`src/logic/event_ctrl_pkg.sv`:
```
`default_nettype none
package event_ctrl_pkg;

	// Register map.
	localparam logic [7:0] EVENT_CONTROL_ADDR = 8'h13;
	localparam logic [7:0] EVENT_CONTROL_RESET = 8'h00;
	localparam logic [7:0] EVENT_CONTROL_WMASK = 8'h77;
	localparam logic [7:0] UNMAPPED_RDATA = 8'h00;

	// Field positions inside the event control register.
	localparam int LEVEL_SELECT_BIT = 6;
	localparam int FILTER_PERIOD_LSB = 4;
	localparam int STAMP_CLEAR_BIT = 2;
	localparam int STAMP_OVERWRITE_BIT = 1;
	localparam int STAMP_SOURCE_BIT = 0;

	// Filter sampling periods in clock cycles, one per nonzero field code.
	localparam int FILTER_CNT_W = 16;
	localparam logic [15:0] FILTER_PERIOD_1 = 16'h0008;
	localparam logic [15:0] FILTER_PERIOD_2 = 16'h0020;
	localparam logic [15:0] FILTER_PERIOD_3 = 16'h0080;

	// Synchroniser and edge-detector reset levels.
	localparam logic SYNC_RESET = 1'b0;
	localparam logic ACTIVE_PREV_RESET = 1'b1;

	typedef struct packed {
		logic level_select;
		logic [1:0] filter_period_select;
		logic stamp_clear;
		logic stamp_overwrite;
		logic stamp_source_select;
	} event_control_s;

	typedef struct packed {
		logic [7:0] addr;
		logic wr;
		logic rd;
		logic [7:0] wdata;
	} reg_req_s;

endpackage
`default_nettype wire

```
`src/logic/glitch_filter.sv`:
```
`timescale 1ns/1ps
`default_nettype none
module glitch_filter #(
	parameter int CNT_W = event_ctrl_pkg::FILTER_CNT_W,
	parameter logic [15:0] PERIOD_1 = event_ctrl_pkg::FILTER_PERIOD_1,
	parameter logic [15:0] PERIOD_2 = event_ctrl_pkg::FILTER_PERIOD_2,
	parameter logic [15:0] PERIOD_3 = event_ctrl_pkg::FILTER_PERIOD_3
) (
	// Clock and reset.
	input wire logic clk,
	input wire logic rst,
	// Filter control and data.
	input wire logic [1:0] period_sel,
	input wire logic sample_in,
	output logic filtered
);

	logic [CNT_W-1:0] cnt_r;
	logic [CNT_W-1:0] cnt_nxt;
	logic prev_r;
	logic prev_nxt;
	logic filt_r;
	logic filt_nxt;

	function automatic logic [CNT_W-1:0] period_of(input logic [1:0] sel);
		case (sel)
			2'h1: period_of = CNT_W'(PERIOD_1 - 16'h0001);
			2'h2: period_of = CNT_W'(PERIOD_2 - 16'h0001);
			2'h3: period_of = CNT_W'(PERIOD_3 - 16'h0001);
			default: period_of = '0;
		endcase
	endfunction

	// Periodic sampling filter.
	// With a nonzero period code a new level is taken only when two successive samples agree, so a pulse
	// shorter than one sampling period never reaches the event logic; code 0 passes the input straight through.
	always_comb begin
		cnt_nxt = cnt_r;
		prev_nxt = prev_r;
		filt_nxt = filt_r;
		if (period_sel == 2'h0) begin
			cnt_nxt = '0;
			prev_nxt = sample_in;
			filt_nxt = sample_in;
		end else if (cnt_r == '0) begin
			cnt_nxt = period_of(period_sel);
			prev_nxt = sample_in;
			if (sample_in == prev_r) begin
				filt_nxt = sample_in;
			end
		end else begin
			cnt_nxt = cnt_r - CNT_W'(1);
		end
	end

	always_ff @(posedge clk) begin
		if (rst) begin
			cnt_r <= '0;
			prev_r <= 1'b0;
			filt_r <= 1'b0;
		end else begin
			cnt_r <= cnt_nxt;
			prev_r <= prev_nxt;
			filt_r <= filt_nxt;
		end
	end

	assign filtered = filt_r;

endmodule
`default_nettype wire

```
`src/logic/event_control.sv`:
```
// Function
// - Level select bit chooses high or low input level as the event.
// - Input is glitch filtered by sampling at the period the filter field selects.
// - Switchover into backup supply can be chosen as an event source.
// - Register at 13h always readable; writes blocked while password protection active.
// - Bits 2..0 hold stamp clear, stamp overwrite and stamp source select.
// - Event source is filtered pin event or automatic backup switchover.
`timescale 1ns/1ps
`default_nettype none
module event_control #(
	parameter int CNT_W = event_ctrl_pkg::FILTER_CNT_W,
	parameter logic [15:0] PERIOD_1 = event_ctrl_pkg::FILTER_PERIOD_1,
	parameter logic [15:0] PERIOD_2 = event_ctrl_pkg::FILTER_PERIOD_2,
	parameter logic [15:0] PERIOD_3 = event_ctrl_pkg::FILTER_PERIOD_3
) (
	// Clock and reset.
	input wire logic CLK,
	input wire logic RST,
	// Register access from the serial interface.
	input wire logic [7:0] REG_ADDR,
	input wire logic REG_WR,
	input wire logic REG_RD,
	input wire logic [7:0] REG_WDATA,
	output logic [7:0] REG_RDATA,
	output logic REG_RVALID,
	output logic REG_WR_REFUSED,
	// Password protection state.
	input wire logic WRITE_LOCK,
	// Event sources.
	input wire logic EVENT_INPUT_PIN,
	input wire logic BACKUP_SUPPLY,
	// Event and time stamp control towards the stamp logic.
	output logic EVENT_PULSE,
	output logic EVENT_LEVEL,
	output logic STAMP_CLEAR,
	output logic STAMP_CLEAR_PULSE,
	output logic STAMP_OVERWRITE,
	output logic STAMP_SOURCE_SELECT
);

	event_ctrl_pkg::reg_req_s req;
	event_ctrl_pkg::event_control_s ctrl_r;
	event_ctrl_pkg::event_control_s ctrl_nxt;
	logic [7:0] rdata_r;
	logic [7:0] rdata_nxt;
	logic rvalid_r;
	logic rvalid_nxt;
	logic refused_r;
	logic refused_nxt;
	logic clr_pulse_r;
	logic clr_pulse_nxt;
	logic hit;

	logic pin_meta_r;
	logic pin_sync_r;
	logic bk_meta_r;
	logic bk_sync_r;
	logic bk_prev_r;
	logic bk_prev_nxt;
	logic active_prev_r;
	logic active_prev_nxt;
	logic event_r;
	logic event_nxt;
	logic level_r;
	logic level_nxt;
	logic filtered;
	logic active;

	function automatic logic [7:0] pack_ctrl(input event_ctrl_pkg::event_control_s c);
		logic [7:0] v;
		v = 8'h00;
		v[event_ctrl_pkg::LEVEL_SELECT_BIT] = c.level_select;
		v[event_ctrl_pkg::FILTER_PERIOD_LSB +: 2] = c.filter_period_select;
		v[event_ctrl_pkg::STAMP_CLEAR_BIT] = c.stamp_clear;
		v[event_ctrl_pkg::STAMP_OVERWRITE_BIT] = c.stamp_overwrite;
		v[event_ctrl_pkg::STAMP_SOURCE_BIT] = c.stamp_source_select;
		pack_ctrl = v;
	endfunction

	function automatic event_ctrl_pkg::event_control_s unpack_ctrl(input logic [7:0] v);
		event_ctrl_pkg::event_control_s c;
		c.level_select = v[event_ctrl_pkg::LEVEL_SELECT_BIT];
		c.filter_period_select = v[event_ctrl_pkg::FILTER_PERIOD_LSB +: 2];
		c.stamp_clear = v[event_ctrl_pkg::STAMP_CLEAR_BIT];
		c.stamp_overwrite = v[event_ctrl_pkg::STAMP_OVERWRITE_BIT];
		c.stamp_source_select = v[event_ctrl_pkg::STAMP_SOURCE_BIT];
		unpack_ctrl = c;
	endfunction

	assign req.addr = REG_ADDR;
	assign req.wr = REG_WR;
	assign req.rd = REG_RD;
	assign req.wdata = REG_WDATA;
	assign hit = (req.addr == event_ctrl_pkg::EVENT_CONTROL_ADDR);

	// A read in the same cycle as a write returns the old contents, because the
	// read path looks at the register before the write lands.
	// Register file: write, read and refusal of locked writes.
	always_comb begin
		ctrl_nxt = ctrl_r;
		rdata_nxt = rdata_r;
		rvalid_nxt = 1'b0;
		refused_nxt = 1'b0;
		clr_pulse_nxt = 1'b0;
		if (req.wr && hit) begin
			if (WRITE_LOCK) begin
				refused_nxt = 1'b1;
			end else begin
				ctrl_nxt = unpack_ctrl(req.wdata & event_ctrl_pkg::EVENT_CONTROL_WMASK);
				clr_pulse_nxt = req.wdata[event_ctrl_pkg::STAMP_CLEAR_BIT];
			end
		end
		if (req.rd) begin
			rvalid_nxt = 1'b1;
			if (hit) begin
				rdata_nxt = pack_ctrl(ctrl_r);
			end else begin
				rdata_nxt = event_ctrl_pkg::UNMAPPED_RDATA;
			end
		end
	end

	always_ff @(posedge CLK) begin
		if (RST) begin
			ctrl_r <= unpack_ctrl(event_ctrl_pkg::EVENT_CONTROL_RESET);
			rdata_r <= 8'h00;
			rvalid_r <= 1'b0;
			refused_r <= 1'b0;
			clr_pulse_r <= 1'b0;
		end else begin
			ctrl_r <= ctrl_nxt;
			rdata_r <= rdata_nxt;
			rvalid_r <= rvalid_nxt;
			refused_r <= refused_nxt;
			clr_pulse_r <= clr_pulse_nxt;
		end
	end

	// Both pins are asynchronous to CLK and pass two flip-flops first.
	always_ff @(posedge CLK) begin
		if (RST) begin
			pin_meta_r <= event_ctrl_pkg::SYNC_RESET;
			pin_sync_r <= event_ctrl_pkg::SYNC_RESET;
			bk_meta_r <= event_ctrl_pkg::SYNC_RESET;
			bk_sync_r <= event_ctrl_pkg::SYNC_RESET;
		end else begin
			pin_meta_r <= EVENT_INPUT_PIN;
			pin_sync_r <= pin_meta_r;
			bk_meta_r <= BACKUP_SUPPLY;
			bk_sync_r <= bk_meta_r;
		end
	end

	glitch_filter #(
		.CNT_W(CNT_W),
		.PERIOD_1(PERIOD_1),
		.PERIOD_2(PERIOD_2),
		.PERIOD_3(PERIOD_3)
	) u_filter (
		.clk(CLK),
		.rst(RST),
		.period_sel(ctrl_r.filter_period_select),
		.sample_in(pin_sync_r),
		.filtered(filtered)
	);

	assign active = ctrl_r.level_select ? filtered : ~filtered;

	// Event detection. The previous active level resets high so that an idle
	// low pin right after reset is not taken as an event.
	always_comb begin
		active_prev_nxt = active;
		bk_prev_nxt = bk_sync_r;
		level_nxt = active;
		event_nxt = 1'b0;
		// Only the entry into backup supply is an event; the return to main
		// supply is not.
		// Event source choice.
		if (ctrl_r.stamp_source_select) begin
			event_nxt = bk_sync_r && !bk_prev_r;
		end else begin
			event_nxt = active && !active_prev_r;
		end
	end

	always_ff @(posedge CLK) begin
		if (RST) begin
			active_prev_r <= event_ctrl_pkg::ACTIVE_PREV_RESET;
			bk_prev_r <= 1'b0;
			level_r <= 1'b0;
			event_r <= 1'b0;
		end else begin
			active_prev_r <= active_prev_nxt;
			bk_prev_r <= bk_prev_nxt;
			level_r <= level_nxt;
			event_r <= event_nxt;
		end
	end

	assign REG_RDATA = rdata_r;
	assign REG_RVALID = rvalid_r;
	assign REG_WR_REFUSED = refused_r;
	assign EVENT_PULSE = event_r;
	assign EVENT_LEVEL = level_r;
	// The clear bit is kept as written and is not self-clearing.
	// The pulse marks every accepted write that sets it, so the stamp logic
	// need not watch the bus itself.
	// Stamp control outputs.
	assign STAMP_CLEAR = ctrl_r.stamp_clear;
	assign STAMP_CLEAR_PULSE = clr_pulse_r;
	assign STAMP_OVERWRITE = ctrl_r.stamp_overwrite;
	assign STAMP_SOURCE_SELECT = ctrl_r.stamp_source_select;

endmodule
`default_nettype wire

```
`config.mk`:
```
export PLATFORM = sky130hd
export DESIGN_NAME = event_control
export DESIGN_NICKNAME = d
export VERILOG_FILES = /design/src/logic/event_ctrl_pkg.sv /design/src/logic/glitch_filter.sv /design/src/logic/event_control.sv
export SDC_FILE = /design/constraint.sdc
export NUM_CORES = 1
export LEC_CHECK = 0
export ABC_AREA = 1
export BUFFER_PORTS_ARGS = -buffer_cell sky130_fd_sc_hd__buf_2
export CAP_MARGIN = 20
export CORE_MARGIN = 2
export CORE_UTILIZATION = 30
export CTS_CLUSTER_DIAMETER = 80
export DETAILED_ROUTE_END_ITERATION = 8
export GPL_TIMING_DRIVEN = 0
export HOLD_SLACK_MARGIN = 0.1
export PLACE_DENSITY_LB_ADDON = 0.2
export SLEW_MARGIN = 20
export SYNTH_ARGS = -nofsm -noshare
export SYNTH_HDL_FRONTEND = slang
export SYNTH_SLANG_ARGS = --single-unit
```
`constraint.sdc`:
```
create_clock -name CLK -period 2.1 [get_ports CLK]
set_input_delay 0.105 -clock CLK [delete_from_list [all_inputs] [get_ports CLK]]
set_output_delay 0.105 -clock CLK [all_outputs]
set_load 0.01 [all_outputs]
```
; Word-level counts from Yosys, hierarchy flattened
; Cells that the tools add are included.
[classes]
n_addsub = 1
eq_ne = 5
muxes = 12
bitwise = 3
reduce_logical = 14
[op_table]
columns = op, count
row1 = $pmux 7 s3, 1
row2 = $logic_not 16->1, 1
row3 = $mux 16, 1
row4 = $sub 16x1->16 const B, 1
row5 = $mux 1, 9
row6 = $eq 8x5->1 const B, 1
row7 = $mux 7, 1
row8 = $eq 2x2->1 const B, 2
row9 = $reduce_and 2->1, 2
row10 = $reduce_bool 2->1, 2
row11 = $reduce_or 2->1, 2
row12 = $logic_and 1x1->1, 3
row13 = $not 1->1, 3
row14 = $reduce_or 3->1, 1
row15 = $eq 2x1->1 const B, 1
row16 = $logic_not 1->1, 2
row17 = $logic_not 2->1, 1
row18 = $eq 1x1->1, 1
[word_totals]
reg_bits = 43
in_bits = 23
out_inout_bits = 16
wordCells = 55

; Longest topological paths before layout
; Gate-level depths: netlist (run 1).
[depth]
ltp_word = 4
depth_mapped = 8
depth_no_buf = 8

; Modules after synthesis
; From an unflattened synthesis (run 1), not the netlist that was laid out.
[hier_totals]
cells_unflattened = 280
area_unflattened_um2 = 2028.2
[by_module_without_submodules]
columns = mod, instances, cells_per_inst, area_per_inst_um2, seq_area_each_um2
row1 = event_control, 1, 134, 1031.0, 460.4
row2 = glitch_filter, 1, 146, 997.2, 360.3

; Least setup slack after synthesis (run 1)
; No wires, ideal clock.
[synth_timing]
kind = reg2reg
from = register u_filter.cnt_r[0]
to = register u_filter.filt_r (netlist: u_filter.filtered)
setup_ps = 115
t_arrival_ps = 1087
required_ps = 1985
slack_ps = 898
stages_incl_launch_ff = 8
path_buffers = 0
period_less_slack_ps = 1202
path_cell_list = dfxtp_1 > inv_1 > ha_1 > nand2_2 > nor2_2 > nand3_1 > a21oi_1 > nor2_1
[synth_via]
elab_chain_cells = 3
[synth_lines]
columns = item, line
row1 = "start, declared", glitch_filter.sv:18  ; logic [CNT_W-1:0] cnt_r;
row2 = "start signal, assigned", glitch_filter.sv:62  ; cnt_r <= cnt_nxt;
row3 = $logic_not 16->1, glitch_filter.sv:45  ; end else if (cnt_r == '0) begin
row4 = $reduce_bool 2->1 (no source line), -
row5 = $reduce_and 2->1 (no source line), -
row6 = "end signal, assigned", glitch_filter.sv:64  ; filt_r <= filt_nxt;
row7 = "end, declared", glitch_filter.sv:22  ; logic filt_r;
; No other way between the ends.
; A chain may end at the register's enable or synchronous reset.

; Final worst setup path (run 1)
[layout_timing]
from = register u_filter.cnt_r[0]
to = register u_filter.prev_r
[layout_via]
elab_chain_cells = 2
[layout_lines]
columns = item, line
row1 = $logic_not 16->1, glitch_filter.sv:45
row2 = $reduce_bool 2->1 (no source line), -
row3 = "end signal, assigned", glitch_filter.sv:63  ; prev_r <= prev_nxt;
row4 = "end, declared", glitch_filter.sv:20  ; logic prev_r;
; No other way between the ends.

==> results.txt, run 1 <==
final period utilization -> 66.4%
maximum vdd drop -> 0.424 mV
Top FF cell, synth -> dfxtp_1
flop-to-flop setup slack -> 700 ps
pin count of the biggest net entering global routing -> 15
share of layout cells above drive strength 1 -> 24.3%
Final Instance Count excl. Fillers -> 367
GRT overflow -> 0
setup TNS -> 0 ps
post-DR vias/cell -> 4.34
most common cell in the netlist -> nor2_1
Leak -> 1.12 nW
DR DRC count -> 0
fin. max-slew vios -> 0
Final Hold Viols -> 0
RSZ-0062 raised after global routing -> no
library cells used by synthesis -> 26
Critical Path AT -> 1630 ps
Hold Path End -> REG_WR_REFUSED
WL final -> 3770 um
initial antenna violation count -> 0
Max Cap Viol -> 0
number of H-tree levels -> 2
post-route cell area -> 0.00224 mm2
CTS tree -> done
antenna viol nets, final -> 0
CP Capture Type -> flip-flop
R2R depth -> 7
Worst Setup Start Kind -> flip-flop
die area -> 0.00669 mm2
outcome -> complete, no violations
Hold Crit Class -> in -> reg
Starting DRT DRC Count -> 42
initial core utilization -> 30.8%
clk slew on worst S/H paths -> 80 ps
Yosys reg bits -> 41
Total GRT Usage -> 12.9%
ANT cells -> 0
Synth area leader -> dfxtp_1
DR vias -> 1592
drt wl/cell -> 10.3 um
PwrDens -> 630 mW/mm2
Yosys warning count -> 0
largest cells by area after synthesis -> dfxtp_1, nor2_1, nand2_1
Overall Power -> 1.41 mW
Routability Congestion -> 0.772
final layout net count -> 315
Die H -> 81.8 um
HP Start -> REG_WR
clk root buf -> clkbuf_8
count of cells resized by post-cts repair -> 0
I/O Buffers -> 33
Sink Count -> 41
first drt pass iteration count -> 5
kind of critical path -> reg -> reg
Num CTS Buffers -> 5
fraction of synthesis flops using an asynchronous set or reset pin -> 0%
postcts setup bufs -> 0
largest family of logic cells by synthesized area -> simple AND/OR/NAND/NOR gates
Final HPWL DP -> 2870 um
Mapped Cells -> 243
vias in the first global route -> 1538
mean post-synth cell area -> 7.47 um2
Post-synth top cells -> nor2_1, nand2_1, dfxtp_1, inv_1, a21oi_1
Cell Area, Synth -> 0.00181 mm2
max reg flops -> 16
post-synth top area share -> 45.2%
Fmax -> 717 MHz
post-layout min period -> 1400 ps
# placed instances -> 352
Synth Area in XOR/XNOR -> 4.83%
I/O Pins -> 39
post-synthesis mux area share -> 0%
Post-Place Cell Area -> 0.00208 mm2
Setup Viol. Count Final -> 0
Req. time, crit path -> 2330 ps
Layout area overhead -> 23.4%
Top reg by flops -> u_filter.cnt_r
critical path fanouts, max -> 10
die width -> 81.8 um
Post-synth EDFFs -> 0
Layout Skew -> 3.95 ps
register area share after synthesis -> 45.2%
Hold Path Depth -> 3
core area -> 0.00589 mm2
complex-gate fraction of the synthesized area -> 7.45%
adder-cell share of the synthesized area -> 0.690%
FP Rows -> 28
reg2reg end -> u_filter.prev_r
hold_ws -> 112 ps
RR Startpoint -> u_filter.cnt_r[0]
first-pass GRT wire length -> 6590 um
cts hold-fix bufs -> 7
Post-Synth Simple-Gate Area -> 34.2%
clock buffer depth -> 2
Clk Latency, worst-skew pair -> 290 ps
## worst max-delay path: stages (launching register included)
cell and delay, ps:
dfxtp_1 370, inv_1 70, ha_1 260, nand2_2 140, nor2_2 60, nand2_2 120, nand3_4 160, a21oi_2 150
## metal layers
layer | GRT usage [%] | part of all wire, % | wire (um) | vias to the layer above
met5 | 0 | 0 | 0 | -
met4 | 5.00 | 1.6 | 59 | 0
met3 | 3.19 | 3.9 | 147 | 5
met2 | 22.5 | 48 | 1810 | 32
met1 | 15.1 | 46 | 1750 | 701
li1 | - | - | - | 854
## power by group
| group | switching [mW] | internal, mW | leakage, nW | total [mW] |
|---|---|---|---|---|
| combinational | 0.0435 | 0.0430 | 0.747 | 0.0866 |
| sequential | 0.00562 | 0.790 | 0.333 | 0.796 |
| clock | 0.294 | 0.233 | 0.0364 | 0.527 |
## layout by cell type (no fill, tap or decap), types with 6 or more instances in the layout
cell type	netlist	routed
nor2_1	47	47
dfxtp_1	41	41
xor2_1	6	6
nor2_2	12	12
buf_2	2	35
nand2_2	6	6
nand4_1	8	8
o21ai_0	9	9
nand3_1	9	9
nand2_1	44	44
inv_1	23	23
a21oi_1	13	13
dlygate4sd3_1	0	7
## cells by family after synthesis
| group | count (synthesis) |
|---|---|
| compound gates | 25 |
| xor+xnor | 10 |
| fa+ha+maj | 1 |
| buf+inv | 32 |
| flops | 41 |
| other cells | 1 |
| simple gates | 133 |
## area by class of cell
| cell class | count | area [um2] |
|---|---|---|
| clock buffers | 5 | 68.8 |
| plain buffers | 6 | 36.3 |
| inverters | 26 | 97.6 |
| flip-flops and latches | 41 | 821 |
| clock inverters | 3 | 22.5 |
| multi-input cells | 171 | 863 |
| fillers | 649 | 3650 |
| well taps | 75 | 93.8 |
| repair buffers | 40 | 235 |
## how the worst max path moves through the flow
stage | startpoint | end | slack (ps) | cells after the start
final | u_filter.cnt_r[0] | u_filter.prev_r | 700 | 7
after global routing | u_filter.cnt_r[1] | u_filter.cnt_r[10] | 550 | 7
after CTS | u_filter.cnt_r[0] | u_filter.prev_r | 690 | 7
after detailed placement | u_filter.cnt_r[0] | u_filter.prev_r | 700 | 7
after global placement | u_filter.cnt_r[0] | u_filter.prev_r | 710 | 7
after floorplan | u_filter.cnt_r[0] | u_filter.filtered | 900 | 7
## metrics by stage
step	worst slack (ps)	utilization [%]
finish	705	38.0
global route	553	38.0
CTS	688	38.0
detailed placement	702	35.3
global placement	714	35.3
floorplan	898	-
(Power assumes the default switching activity.)
==> run 2: changes to the inputs <==
==> constraint.sdc (replaced) <==
create_clock -name CLK -period 1.1 [get_ports CLK]
set_input_delay 0.055 -clock CLK [delete_from_list [all_inputs] [get_ports CLK]]
set_output_delay 0.055 -clock CLK [all_outputs]
set_load 0.01 [all_outputs]
==> results.txt, run 2 (synthesis gave the netlist of run 1 again) <==
HP Start -> RST
Setup Viol. Count Final -> 15
Layout Skew -> 4.71 ps
kind of critical path -> reg -> reg
vias in the first global route -> 1606
Req. time, crit path -> 1330 ps
critical path fanouts, max -> 5
ANT cells -> 0
Final HPWL DP -> 2850 um
post-DR vias/cell -> 4.43
first-pass GRT wire length -> 6910 um
Reg area -> 842 um2
post-layout min period -> 1220 ps
violated checks -> negative setup slack
initial antenna violation count -> 0
Leak -> 1.26 nW
clk root buf -> clkbuf_8
area occupied by multi-input gates -> 0.00102 mm2
antenna viol nets, final -> 0
RR Startpoint -> u_filter.cnt_r[0]
CTS tree -> done
CP Capture Type -> flip-flop
first drt pass iteration count -> 4
Routability Congestion -> 0.756
final layout net count -> 329
die width -> 81.8 um
Hold Crit Class -> in -> reg
Post-Place Cell Area -> 0.00209 mm2
DR DRC count -> 0
Die H -> 81.8 um
Starting DRT DRC Count -> 58
I/O Pins -> 39
commonest non-fill, non-tap cell in the layout -> nand2_1
Total GRT Usage -> 13.4%
drt wl/cell -> 11.0 um
Core Util, Final -> 43.5%
maximum vdd drop -> 0.737 mV
PwrDens -> 1140 mW/mm2
FP Rows -> 28
Hold Path End -> u_filter.cnt_r[2]
I/O Buffers -> 33
commonest non-fill, non-tap cells in the layout -> nand2_1, nor2_1, buf_2
fin. max-slew vios -> 0
R2R depth -> 7
Top reg by flops -> u_filter.cnt_r
RSZ-0062 raised after global routing -> yes
slack of the critical path -> -119 ps
Fmax -> 820 MHz
post-route cell area -> 0.00256 mm2
Layout area overhead -> 41.1%
max reg flops -> 16
outcome -> finished, violations left
Place WS -> -190 ps
reg2reg end -> u_filter.prev_r
number of H-tree levels -> 2
Num CTS Buffers -> 5
Hold Path Depth -> 4
Fill cells -> 614
Clk Latency, worst-skew pair -> 290 ps
core area -> 0.00589 mm2
# placed instances -> 352
die area -> 0.00669 mm2
DR vias -> 1689
share of layout cells above drive strength 1 -> 37.6%
clock buffer depth -> 2
WL final -> 4210 um
clk slew on worst S/H paths -> 80 ps
pin count of the biggest net entering global routing -> 15
final period utilization -> 111%
initial core utilization -> 30.8%
Worst Setup Start Kind -> flip-flop
Critical Path AT -> 1450 ps
flop-to-flop setup slack -> -120 ps
Max Cap Viol -> 0
Final Instance Count excl. Fillers -> 381
Final Hold Viols -> 0
GRT overflow -> 0
Sink Count -> 41
## run 2: stage by stage
step                      TNS [ps]  hold WS, ps  total power, mW
after floorplan                  0          162             1.63
after global placement       -2260          258             1.70
after detailed placement     -2490          265             1.70
after CTS                    -1250         82.3             2.97
after global routing         -2550          104             3.05
final                        -1310         80.0             2.92
## run 2: worst max-delay path: stages (launching register included)
cell and delay (ps):
dfxtp_4 390, inv_4 40, ha_4 170, nand2_4 110, nor2_4 50, nand2_4 110, nand3_4 140, a21oi_2 140
## run 2: how the worst max path moves through the flow
stage / to / slack (ps) / start / cells past startpoint
floorplan: u_filter.prev_r / 4 / u_filter.cnt_r[1] / 7
global placement: u_filter.prev_r / -170 / u_filter.cnt_r[13] / 6
detailed placement: u_filter.cnt_r[14] / -190 / u_filter.cnt_r[13] / 6
CTS: u_filter.prev_r / -100 / u_filter.cnt_r[0] / 7
global route: u_filter.cnt_r[3] / -200 / u_filter.cnt_r[10] / 7
finish: u_filter.prev_r / -120 / u_filter.cnt_r[0] / 7
## run 2: where the power goes
group          internal (mW)  switching, mW  leakage, nW  total, mW
combinational         0.0991         0.0917        0.871      0.191
clock                  0.679          0.542       0.0543       1.22
sequential              1.50         0.0103        0.339       1.51
total                   2.28          0.644         1.26       2.92
## run 2: per-layer routing
layer	track usage, %	up-vias	wire, um
met1	15.2	753	1860
met4	4.33	0	64
li1	-	886	-
met3	3.96	6	188
met5	0	-	0
met2	24.0	44	2090
## run 2: layout make-up
| cell class | count | area share (%) |
|---|---|---|
| tap | 75 | 3.67 |
| sequential | 41 | 32.9 |
| clock inverter | 3 | 1.81 |
| clock buffer | 5 | 2.69 |
| inverter | 26 | 3.91 |
| buffer | 6 | 1.42 |
| multi-input combinational | 172 | 39.9 |
| timing repair buffer | 53 | 13.7 |
## run 2: timing repair
item / CTS / global route
pin swaps: 12 / 13
gates resized for setup: 22 / 28
buffers inserted: 3 / 3
hold endpoints to repair: 16 / 1
setup endpoints to repair: 17 / 23
hold buffers: 14 / 1
cloned: 1 / 0
